--- src/protect_params.svh ---
/*
  offsets, field positions, reset values and timing figures for the
  protection enable and charge-switch mask bank.
  assumes: included by bare name from the package and the design files.
*/
`ifndef PROTECT_PARAMS_SVH
`define PROTECT_PARAMS_SVH

// register byte offsets on the bus
`define OFS_TEMP_EN      8'h00
`define OFS_LATCH_EN     8'h04
`define OFS_CHG_MASK_A   8'h08
`define OFS_CHG_MASK_B   8'h0C
`define OFS_SAFETY       8'h10
`define OFS_IRQ_STATUS   8'h14
`define OFS_IRQ_CLEAR    8'h18
`define OFS_IRQ_ENABLE   8'h1C

// reset values
`define RST_TEMP_EN      8'h00
`define RST_LATCH_EN     8'h00
`define RST_CHG_MASK_A   8'h98
`define RST_CHG_MASK_B   8'hD5
`define RST_IRQ          16'h0000

// writable bits; reserved bits stay zero
`define WR_TEMP_EN       8'hF7
`define WR_LATCH_EN      8'hF6
`define WR_CHG_MASK_A    8'h98
`define WR_CHG_MASK_B    8'hD5

// mask values that give immediate turn-off
`define FAST_MASK_A0     8'h98
`define FAST_MASK_A1     8'h18

// field positions
`define BIT_SWITCH_OVERHEAT    7
`define BIT_DISCHARGE_SHORT    7
`define BIT_CHARGE_OVERCURRENT 4
`define BIT_CELL_OVERVOLTAGE   3

// deferred turn-off bounds, and the clock rate
`define DEFER_NORMAL_MS  250
`define DEFER_SLEEP_MS   1000
`define CLK_KHZ          10000

`endif

--- src/protect_pkg.sv ---
/*
  types shared by the protection bank and its tick timer.
  assumes: protect_params.svh is on the include path.
*/
package protect_pkg;
  `include "protect_params.svh"

  typedef enum logic [1:0] {
    HT_IDLE,
    HT_BUSY,
    HT_NONSEQ,
    HT_SEQ
  } htrans_t;

  typedef logic [7:0]  field_t;
  typedef logic [15:0] flags_t;
  typedef logic [23:0] period_t;
endpackage

--- src/period_tick.sv ---
/*
  free running down-counter that gives one pulse per period.
  assumes: period is at least one; it may change at any time.
*/
`timescale 1ns/1ns
module period_tick (
  // clock and reset
  input  wire logic               clk,
  input  wire logic               reset_n,
  // period and pulse
  input  wire protect_pkg::period_t period,
  output logic                    tick
);
  import protect_pkg::*;

  period_t cnt_q;   // cycles left in this period
  period_t cnt_d;
  logic    done;    // count reached zero

  // a shorter period cuts a long count short, so the bound always holds
  assign done  = (cnt_q == 24'h00_0000) || (cnt_q >= period);
  assign cnt_d = done ? period - 24'h00_0001 : cnt_q - 24'h00_0001;
  assign tick  = done;

  // count down, reload on expiry
  always_ff @(posedge clk or negedge reset_n) begin
    if (!reset_n) begin
      cnt_q <= 24'h00_0000;
    end else begin
      cnt_q <= cnt_d;
    end
  end
endmodule

--- src/protect_bank.sv ---
/*
  protection enable and charge-switch mask bank with an ahb-lite slave,
  safety flags, charge-switch turn-off and a level interrupt.
  assumes: fault triggers and sleep_mode are synchronous to clk; single
  word transfers only; this is the only slave on its bus.
*/
`timescale 1ns/1ns
`include "protect_params.svh"

// Summary of operation
// - enabled detected fault sets its safety flag
// - enables never drive the charge switch
// - temperature enables, bit 3 reserved, reset zero
// - latch enables, bits 3 and 0 reserved
// - mask a bits 7,4,3 turn switch off
// - mask 0x98 or 0x18 turns off immediately
// - other mask a values defer, bounded delay
// - mask b temperature bits turn switch off
// - each mask bit acts on its own
module protect_bank #(
  parameter protect_pkg::period_t NORMAL_CYC = 24'(`DEFER_NORMAL_MS * `CLK_KHZ),
  parameter protect_pkg::period_t SLEEP_CYC  = 24'(`DEFER_SLEEP_MS * `CLK_KHZ)
) (
  // clock and reset
  input  wire logic                 clk,
  input  wire logic                 reset_n,
  // ahb-lite slave
  input  wire logic                 hsel,
  input  wire logic [31:0]          haddr,
  input  wire protect_pkg::htrans_t htrans,
  input  wire logic                 hwrite,
  input  wire logic [2:0]           hsize,
  input  wire logic [31:0]          hwdata,
  input  wire logic                 hready,
  output logic [31:0]               hrdata,
  output logic                      hreadyout,
  output logic                      hresp,
  // fault triggers from the detectors
  input  wire protect_pkg::field_t  fault_current,
  input  wire protect_pkg::field_t  fault_temp,
  input  wire protect_pkg::field_t  fault_latch,
  input  wire logic                 sleep_mode,
  // safety flags and switch drive
  output protect_pkg::field_t       safety_temp,
  output protect_pkg::field_t       safety_latch,
  output logic                      charge_switch_off,
  // interrupt
  output logic                      irq
);
  import protect_pkg::*;

  // configuration registers
  field_t  temp_en_q;     // temperature protection enables
  field_t  latch_en_q;    // latch and timeout enables
  field_t  mask_a_q;      // current/voltage charge-switch mask
  field_t  mask_b_q;      // temperature charge-switch mask
  field_t  temp_en_d;
  field_t  latch_en_d;
  field_t  mask_a_d;
  field_t  mask_b_d;

  // flags and interrupt state
  field_t  safe_t_q;      // temperature safety flags
  field_t  safe_l_q;      // latch safety flags
  field_t  safe_t_d;
  field_t  safe_l_d;
  flags_t  irq_st_q;      // sticky event bits
  flags_t  irq_en_q;      // interrupt enables
  flags_t  irq_st_d;
  flags_t  irq_en_d;
  flags_t  events;        // new flags this cycle
  flags_t  irq_clr;       // write-one-to-clear pulse
  logic    irq_d;

  // bus state
  logic        wr_q;      // data phase of a write
  logic [7:0]  addr_q;    // latched word address
  logic        ahb_go;    // address phase accepted
  logic        wen;       // write commits this cycle
  logic        sel_temp;
  logic        sel_latch;
  logic        sel_ma;
  logic        sel_mb;
  logic        sel_clr;
  logic        sel_ien;
  logic [31:0] rdata_d;
  logic [31:0] hrdata_q;
  logic        hready_q;
  logic        hresp_q;

  // charge-switch path
  field_t  hit_a;         // current/voltage faults selected by mask a
  field_t  hit_b;         // temperature flags selected by mask b
  logic    fast_mask;     // mask a allows immediate action
  logic    off_now;       // immediate turn-off request
  logic    defer_q;       // deferred turn-off, sampled on tick
  logic    defer_d;
  logic    off_q;
  logic    off_d;
  logic    tick;
  period_t period;

  // address phase taken while the bus is ready
  assign ahb_go = hsel && hready && (htrans == HT_NONSEQ || htrans == HT_SEQ);
  assign wen    = wr_q;

  // write decode in the data phase
  assign sel_temp  = wen && (addr_q == `OFS_TEMP_EN);
  assign sel_latch = wen && (addr_q == `OFS_LATCH_EN);
  assign sel_ma    = wen && (addr_q == `OFS_CHG_MASK_A);
  assign sel_mb    = wen && (addr_q == `OFS_CHG_MASK_B);
  assign sel_clr   = wen && (addr_q == `OFS_IRQ_CLEAR);
  assign sel_ien   = wen && (addr_q == `OFS_IRQ_ENABLE);

  // reserved positions dropped on write
  assign temp_en_d  = sel_temp  ? (hwdata[7:0] & `WR_TEMP_EN) : temp_en_q;
  assign latch_en_d = sel_latch ? (hwdata[7:0] & `WR_LATCH_EN) : latch_en_q;
  assign mask_a_d   = sel_ma    ? (hwdata[7:0] & `WR_CHG_MASK_A) : mask_a_q;
  assign mask_b_d   = sel_mb    ? (hwdata[7:0] & `WR_CHG_MASK_B) : mask_b_q;
  assign irq_en_d   = sel_ien   ? hwdata[15:0] : irq_en_q;
  assign irq_clr    = sel_clr   ? hwdata[15:0] : 16'h0000;

  // safety flags follow enabled detections only
  assign safe_t_d = fault_temp  & temp_en_q;
  assign safe_l_d = fault_latch & latch_en_q;

  // events are rising flags; a set in the clear cycle wins
  assign events   = {safe_l_d & ~safe_l_q, safe_t_d & ~safe_t_q};
  assign irq_st_d = (irq_st_q & ~irq_clr) | events;
  assign irq_d    = |(irq_st_d & irq_en_d);

  // read mux looks at next values so a read right after a write sees it
  always_comb begin
    rdata_d = 32'h0000_0000;
    if (ahb_go && !hwrite) begin
      case (haddr[7:0])
        `OFS_TEMP_EN:    rdata_d = {24'h00_0000, temp_en_d};
        `OFS_LATCH_EN:   rdata_d = {24'h00_0000, latch_en_d};
        `OFS_CHG_MASK_A: rdata_d = {24'h00_0000, mask_a_d};
        `OFS_CHG_MASK_B: rdata_d = {24'h00_0000, mask_b_d};
        `OFS_SAFETY:     rdata_d = {16'h0000, safe_l_d, safe_t_d};
        `OFS_IRQ_STATUS: rdata_d = {16'h0000, irq_st_d};
        `OFS_IRQ_ENABLE: rdata_d = {16'h0000, irq_en_d};
        default:         rdata_d = 32'h0000_0000;   // unmapped and clear read zero
      endcase
    end
  end

  // each mask bit gates its own fault, no cross terms
  genvar i;
  generate
    for (i = 0; i < 8; i++) begin : g_mask
      assign hit_a[i] = fault_current[i] & mask_a_q[i];
      assign hit_b[i] = safe_t_d[i] & mask_b_q[i];
    end
  endgenerate

  // only the two documented values give same-cycle action
  assign fast_mask = (mask_a_q == `FAST_MASK_A0) || (mask_a_q == `FAST_MASK_A1);
  assign off_now   = |hit_b || (fast_mask && |hit_a);

  // deferred path sampled once per period; trades latency for a slow scan
  assign defer_d = tick ? (!fast_mask && |hit_a) : (defer_q && |hit_a);
  assign off_d   = off_now || defer_d;
  assign period  = sleep_mode ? SLEEP_CYC : NORMAL_CYC;

  // scan period for the deferred turn-off
  period_tick u_tick (
    .clk     (clk),
    .reset_n (reset_n),
    .period  (period),
    .tick    (tick)
  );

  // bus phase capture
  always_ff @(posedge clk or negedge reset_n) begin
    if (!reset_n) begin
      wr_q   <= 1'b0;
      addr_q <= 8'h00;
    end else begin
      wr_q   <= ahb_go && hwrite;
      addr_q <= ahb_go ? {haddr[7:2], 2'b00} : addr_q;
    end
  end

  // bus answer: zero wait, always okay
  always_ff @(posedge clk or negedge reset_n) begin
    if (!reset_n) begin
      hrdata_q <= 32'h0000_0000;
      hready_q <= 1'b0;
      hresp_q  <= 1'b0;
    end else begin
      hrdata_q <= rdata_d;
      hready_q <= 1'b1;
      hresp_q  <= 1'b0;
    end
  end

  // configuration registers
  always_ff @(posedge clk or negedge reset_n) begin
    if (!reset_n) begin
      temp_en_q  <= `RST_TEMP_EN;
      latch_en_q <= `RST_LATCH_EN;
      mask_a_q   <= `RST_CHG_MASK_A;
      mask_b_q   <= `RST_CHG_MASK_B;
    end else begin
      temp_en_q  <= temp_en_d;
      latch_en_q <= latch_en_d;
      mask_a_q   <= mask_a_d;
      mask_b_q   <= mask_b_d;
    end
  end

  // flags and interrupt
  always_ff @(posedge clk or negedge reset_n) begin
    if (!reset_n) begin
      safe_t_q <= 8'h00;
      safe_l_q <= 8'h00;
      irq_st_q <= `RST_IRQ;
      irq_en_q <= `RST_IRQ;
      irq      <= 1'b0;
    end else begin
      safe_t_q <= safe_t_d;
      safe_l_q <= safe_l_d;
      irq_st_q <= irq_st_d;
      irq_en_q <= irq_en_d;
      irq      <= irq_d;
    end
  end

  // charge-switch drive; an immediate turn-off is taken on the edge that sees the fault, a deferred one on the edge that sees a tick
  always_ff @(posedge clk or negedge reset_n) begin
    if (!reset_n) begin
      defer_q <= 1'b0;
      off_q   <= 1'b0;
    end else begin
      defer_q <= defer_d;
      off_q   <= off_d;
    end
  end

  assign hrdata            = hrdata_q;
  assign hreadyout         = hready_q;
  assign hresp             = hresp_q;
  assign safety_temp       = safe_t_q;
  assign safety_latch      = safe_l_q;
  assign charge_switch_off = off_q;

  // helper: cycles a selected mask-a fault has waited for the switch
  logic [24:0] wait_cnt;
  always_ff @(posedge clk or negedge reset_n) begin
    if (!reset_n) begin
      wait_cnt <= 25'h000_0000;
    end else if (|hit_a && !off_q) begin
      wait_cnt <= wait_cnt + 25'h000_0001;
    end else begin
      wait_cnt <= 25'h000_0000;
    end
  end
endmodule

--- config.mk ---
export PLATFORM = sky130hd
export DESIGN_NAME = protect_bank
export DESIGN_NICKNAME = d
export VERILOG_FILES = /design/src/protect_pkg.sv /design/src/period_tick.sv /design/src/protect_bank.sv
export VERILOG_INCLUDE_DIRS = /design/src
export SDC_FILE = /design/constraint.sdc
export NUM_CORES = 1
export LEC_CHECK = 0
export BUFFER_PORTS_ARGS = -buffer_cell sky130_fd_sc_hd__buf_4
export CAP_MARGIN = 20
export CORE_MARGIN = 5
export CORE_UTILIZATION = 51
export CTS_BUF_LIST = sky130_fd_sc_hd__clkbuf_4 sky130_fd_sc_hd__clkbuf_8 sky130_fd_sc_hd__clkbuf_16
export DETAILED_ROUTE_END_ITERATION = 8
export GPL_TIMING_DRIVEN = 1
export HOLD_SLACK_MARGIN = 0.05
export PLACE_DENSITY = 0.76
export RECOVER_POWER = 100
export SLEW_MARGIN = 20
export SYNTH_ARGS = -nofsm -noshare
export SYNTH_HDL_FRONTEND = slang
export SYNTH_SLANG_ARGS = --single-unit
--- constraint.sdc ---
create_clock -name clk -period 8.6 [get_ports clk]
set_input_delay 0.86 -clock clk [delete_from_list [all_inputs] [get_ports clk]]
set_output_delay 0.86 -clock clk [all_outputs]
set_load 0.01 [all_outputs]
======== After elaboration in Yosys (flattened, before gate mapping) ========
Cells that the tools add are included.
Widths: inputs -> output; s select.
storage, ports and cells
  memory bits (writable) .................. 0
  output and inout port bits .............. 52
  word-level logic and storage cells ...... 97
  bits in read-only memories .............. 0
  memories ................................ 0
  bits in latches ......................... 0
  register bits after elaboration ......... 147
  bits of input ports ..................... 99
cells by class
  bitwise gates (word level) .............. 26
  $mul .................................... 0
  divide/modulo/power cells ............... 0
  shifts and indexed selects .............. 0
  add/sub/neg operators ................... 2
  equality and inequality tests ........... 15
  muxes and demuxes ....................... 11
  reduce and logical (&&, ||, !) cells .... 26
  order comparisons ....................... 1
operator list
  kind                   number
  $pmux 16 s7            1
  $mux 24                2
  $sub 24x1->24 const B  2
  $and 16x16->16         2
  $and 8x8->8            4
  $eq 8x5->1 const B     4
  $mux 16                2
  $mux 32                1
  $mux 8                 4
  $ge 24x24->1           1
  $logic_not 24->1       1
  $and 1x1->1            16
  $eq 8x4->1 const B     2
  $logic_not 8->1        2
  $not 16->16            1
  $not 8->8              2
  $or 16x16->16          1
  $reduce_or 16->1       1
  $reduce_or 8->1        2
  $logic_and 1x1->1      13
  $eq 6x2->1 const B     2
  $eq 6x3->1 const B     2
  $eq 8x3->1 const B     1
  $eq 8x8->1 const B     1
  5 further kinds        11

======== Longest topological paths before layout ========
  depth after elaboration ................. 8
  depth in mapped cells ................... 16
  gate-level depth less buffers ........... 14

======== Hierarchy ========
From an unflattened synthesis, not the netlist that was laid out.
unflattened totals
  cells, all modules ...................... 713
  area total of the unflattened synthesis .. 7236.9 um^2
modules (own cells, without submodules)
  module        area each (um^2)  times used  sequential area each (um^2)  cells an instance
  protect_bank  4884.7            1           2687.6                       447
  period_tick   2352.3            1           600.6                        266

======== Least setup slack after synthesis ========
Ideal clock, no wire load.
  kind .................................... flip-flop to flip-flop
  start point ............................. reg u_tick.cnt_q[9]
  end point ............................... reg u_tick.cnt_q[20]
  cell stages (with the launch flop) ...... 16
  data required time ...................... 8461 ps
  data arrival time ....................... 3735 ps
  setup time .............................. 139 ps
  slack ................................... 4726 ps
  buffers on the path ..................... 3
  clock period less this slack ............ 3874 ps
  cells stage by stage .................... dfrtp_1 > nor4_2 > nand2b_1 > or4_1 > buf_2 > o41a_1 > and2_1 > buf_2 > nand2_1 > ha_1 > clkbuf_1 > nand3_1 > or4_1 > nor3b_1 > xnor2_1 > a21oi_1
between the ends
  word-level cells in the longest chain between the ends .. 3
  elaborated cells on any way between the ends .. 5
  those cells by class .................... add/sub (1); order compare (1); mux (1); reduce/logical (2)
RTL lines
  item                                              RTL line           RTL
  start: declaration                                period_tick.sv:16  period_t cnt_q;
  start signal: assignment                          period_tick.sv:30  cnt_q <= cnt_d;
  $ge 24x24->1 or $logic_not 24->1 (tied branches)  period_tick.sv:21  assign done = (cnt_q == 24'h00_0000) || (cnt_q >= period);
  $logic_or 1x1->1                                  period_tick.sv:21
  $mux 24 (*)                                       period_tick.sv:22  assign cnt_d = done ? period - 24'h00_0001 : cnt_q - 24'h00_0001;
  net u_tick.cnt_d[20]                              period_tick.sv:17  period_t cnt_d;
Mark *: on every way through the listed nets, which the timed path passes. The rest lies on a longest branch.
A chain may end at the register's enable or synchronous reset.

======== Worst setup path after layout ========
  start point ............................. reg u_tick.cnt_q[2]
  end point ............................... reg u_tick.cnt_q[20]
Same word-level chain as after synthesis.

==> impl_metrics.yaml <==
critical_path:
  path_cells: "nor3_1 -> nand3_1 -> or4_1 -> o41a_1 -> and2_0 -> nand2_1 -> ha_1 -> nand3_1 -> or4_1 -> nor3b_1 -> xnor2_1 -> a21oi_1"
  reg2reg_to: "u_tick.cnt_q[20]"
  cp_slowest_cell: "or4_1"
  max_stage_delay_ps: 620
  critical_path_class: "reg -> reg"
  critPathMaxFanout: 20
  cp-end-kind: "flop"
  path_buf_inv: 0
  reg2regPathDepth: 12
  cp.arrival_ps: 5270
  reg2reg_from: "u_tick.cnt_q[2]"
  crit_required_ps: 8840
  timing.critical_path.from: "u_tick.cnt_q[2]"
  critPathTopFamily: "simple AND/OR/NAND/NOR gates"
  start_kind: "flop"
  rrSetupSlack_ps: 3570
timing:
  post-route-period-util: 0.585
  max_slew.worst_pin.slew_ps: 3330
  maxSlewViolCount: 83
  hold_viol_final: 0
  setup_ws_ps: 3570
  period_minus_slack_ps: 5030
  max_freq_mhz: 199
  rsz0062_at_grt: "no"
  tns_ps: 0
  slew_headroom: -1.22
  finalSetupViolCount: 0
  finClkSkew_ps: 16.2
finish:
  final_cell_mix: "dfrtp_1, nand2_1, clkbuf_1"
  final_common_cell: "dfrtp_1"
  layout.nets: 803
  drive_gt1_frac: 0.148
  layout.cells.non_filler: 872
  antenna_cells: 0
  fill_cells: 1020
  areaGrowthSynthToFinish_pct: 18.2
  final_area_um2: 7520
floorplan:
  start_util: 0.525
  rows: 40
  dieArea_um2: 14800
  ioPinCount: 151
  die_x_um: 122
  dieHeight_um: 122
  core_um2: 12100
job:
  maxCapViolCount: 3
synthesis:
  synth_area_leaders: "dfrtp_1, mux2_2, nand2_1"
  async_flop_share: 1.00
  synth_seq_cells: 131
  synth_top_cell_area_share: 0.484
  syn_area_per_cell_um2: 10.6
  yosys_warnings: 0
  synth-simple-area-share: 0.168
  syn-instance-count: 597
  synth.distinct_cells: 67
  synthAdderAreaFrac: 0.0256
  synth_compound_area_frac: 0.149
  synth_top_cell_by_area: "dfrtp_1"
  syn_area_um2: 6360
  synth-edff-count: 0
  synth.area.mux_share: 0.0622
  synthXorXnorAreaFrac: 0.0262
  synth_top_family_by_area: "simple AND/OR/NAND/NOR gates"
  yosysSeqAreaShare: 0.517
  synth_ff_type: "dfrtp_1"
clock_tree:
  post_cts_buffers: 0
  cts_hold_buf: 0
  cts.sinks: 131
  post_cts_resized: 0
  clkLatencyLatePin_ps: 430
  cts_root_buf: "clkbuf_16"
  clk_pin_slew_worst_paths_ps: 50
  clockBufferDepth: 2
  htreeDepth: 4
  cts_buffers: 17
  cts_tree: "done"
min_path:
  min_from: "u_tick.cnt_q[0]"
  whs_endpoint: "u_tick.cnt_q[0]"
  min_path_cells: 1
  hold_class: "reg -> reg"
outcome:
  status: "finished with violations"
  violations: "max-capacitance violations, max-slew violations"
placement:
  gp_congestion: 0.936
  dpl_cell_area_um2: 7120
  port_buffers: 89
  pre_cts_slack_ps: 3980
  dp.cells: 840
  hpwlAfterDp_mm: 12.3
detailed_routing:
  drt_iter0_drc: 622
  num_vias: 5228
  wl_per_cell_um: 20.4
  drc_errors: 0
  ant_nets: 0
  drtPass1Iterations: 5
  wl_met3_mm: 1.61
  vias_per_cell: 6.00
  met1_length_mm: 7.35
  dr.max_layer_used: "met4"
  wl_mm: 17.8
  dr_wl_met2_mm: 8.35
pwr:
  p_leak_nw: 3.31
  power_density_nw_per_um2: 244
  ir_drop_v: 0.000108
global_routing:
  antenna_found_initial: 0
  grtUsageTotal: 0.247
  grt_max_degree: 71
  overflow: 0
  grt_pass1_vias: 5283
  grt_pass1_wl_mm: 28.1
## stage by stage
step / hold WS (ps) / util / total power [mW]
6_report: 480 / 0.621 / 1.84
5_1_grt: 528 / 0.621 / 1.92
4_1_cts: 484 / 0.636 / 1.85
3_5_place_dp: 480 / 0.588 / 1.14
3_3_place_gp: 473 / 0.588 / 1.11
2_1_floorplan: 454 / - / 1.02
## cells in the mapped netlist (3+ instances only)
| library cell | instances |
|---|---|
| dfrtp_1 | 123 |
| nand2_1 | 68 |
| a21oi_1 | 36 |
| inv_1 | 32 |
| mux2_2 | 28 |
| nor2_1 | 27 |
| nor2b_1 | 18 |
| buf_4 | 17 |
| xnor2_1 | 14 |
| ha_1 | 13 |
| a22oi_1 | 12 |
| nand3_1 | 11 |
| clkbuf_1 | 10 |
| o21ai_0 | 10 |
| o2bb2ai_1 | 10 |
| and2_1 | 9 |
| nor3_1 | 9 |
| a21o_1 | 8 |
| dfstp_2 | 8 |
| mux2i_1 | 8 |
| o22ai_1 | 8 |
| a221oi_1 | 7 |
| a222oi_1 | 7 |
| a31oi_1 | 7 |
| nand4_1 | 6 |
| nor3b_1 | 6 |
| or4_1 | 6 |
| a221o_1 | 5 |
| a22o_1 | 5 |
| nor4_1 | 5 |
| or3_1 | 5 |
| xor2_1 | 5 |
| buf_2 | 4 |
| and3b_1 | 3 |
| and4b_1 | 3 |
## how the worst max path moves through the flow
stage | slack [ps] | endpoint | cells past startpoint
after detailed placement | 3980 | u_tick.cnt_q[20] | 15
after floorplan | 4730 | u_tick.cnt_q[20] | 15
after global placement | 4070 | u_tick.cnt_q[20] | 15
after CTS | 4050 | u_tick.cnt_q[20] | 12
final | 3570 | u_tick.cnt_q[20] | 12
after global routing | 3070 | u_tick.cnt_q[20] | 12
## power by group
| group | switching [mW] | internal [mW] |
|---|---|---|
| clock | 0.265 | 0.444 |
| sequential | 0.0784 | 0.696 |
| combinational | 0.207 | 0.145 |
| total | 0.551 | 1.29 |
## per-layer routing
metal,global-route usage,vias to the layer above
li1,-,2336
met1,0.334,2584
met2,0.392,265
met3,0.0585,43
met4,0.0840,0
met5,0,-
## layout make-up
class                      count  area [um2]  share of cell area
clock buffer                  22         469              0.0624
timing repair buffer          93         548              0.0729
inverter                      32         120              0.0160
clock inverter                10         111              0.0148
multi-input combinational    416        2770               0.368
tap                          168         210              0.0280
sequential                   131        3290               0.437
## cell families after synthesis
kind of cell	Yosys count
buffers and inverters	66
adders and majority gates	13
AOI/OAI and AO/OA	134
and+or+nand+nor	196
muxes	36
other	2
DFF	131
xor gates and xnor gates	19
## flip-flops by register name (all words and copies together) (netlist names), 6 cells and up
register,flops
addr_q,6
hrdata,16
irq_en_q,16
irq_st_q,16
latch_en_q,8
mask_a_q,8
mask_b_q,8
safety_latch,8
safety_temp,8
temp_en_q,8
u_tick.cnt_q,24
Power figures use the tool's default switching activity.
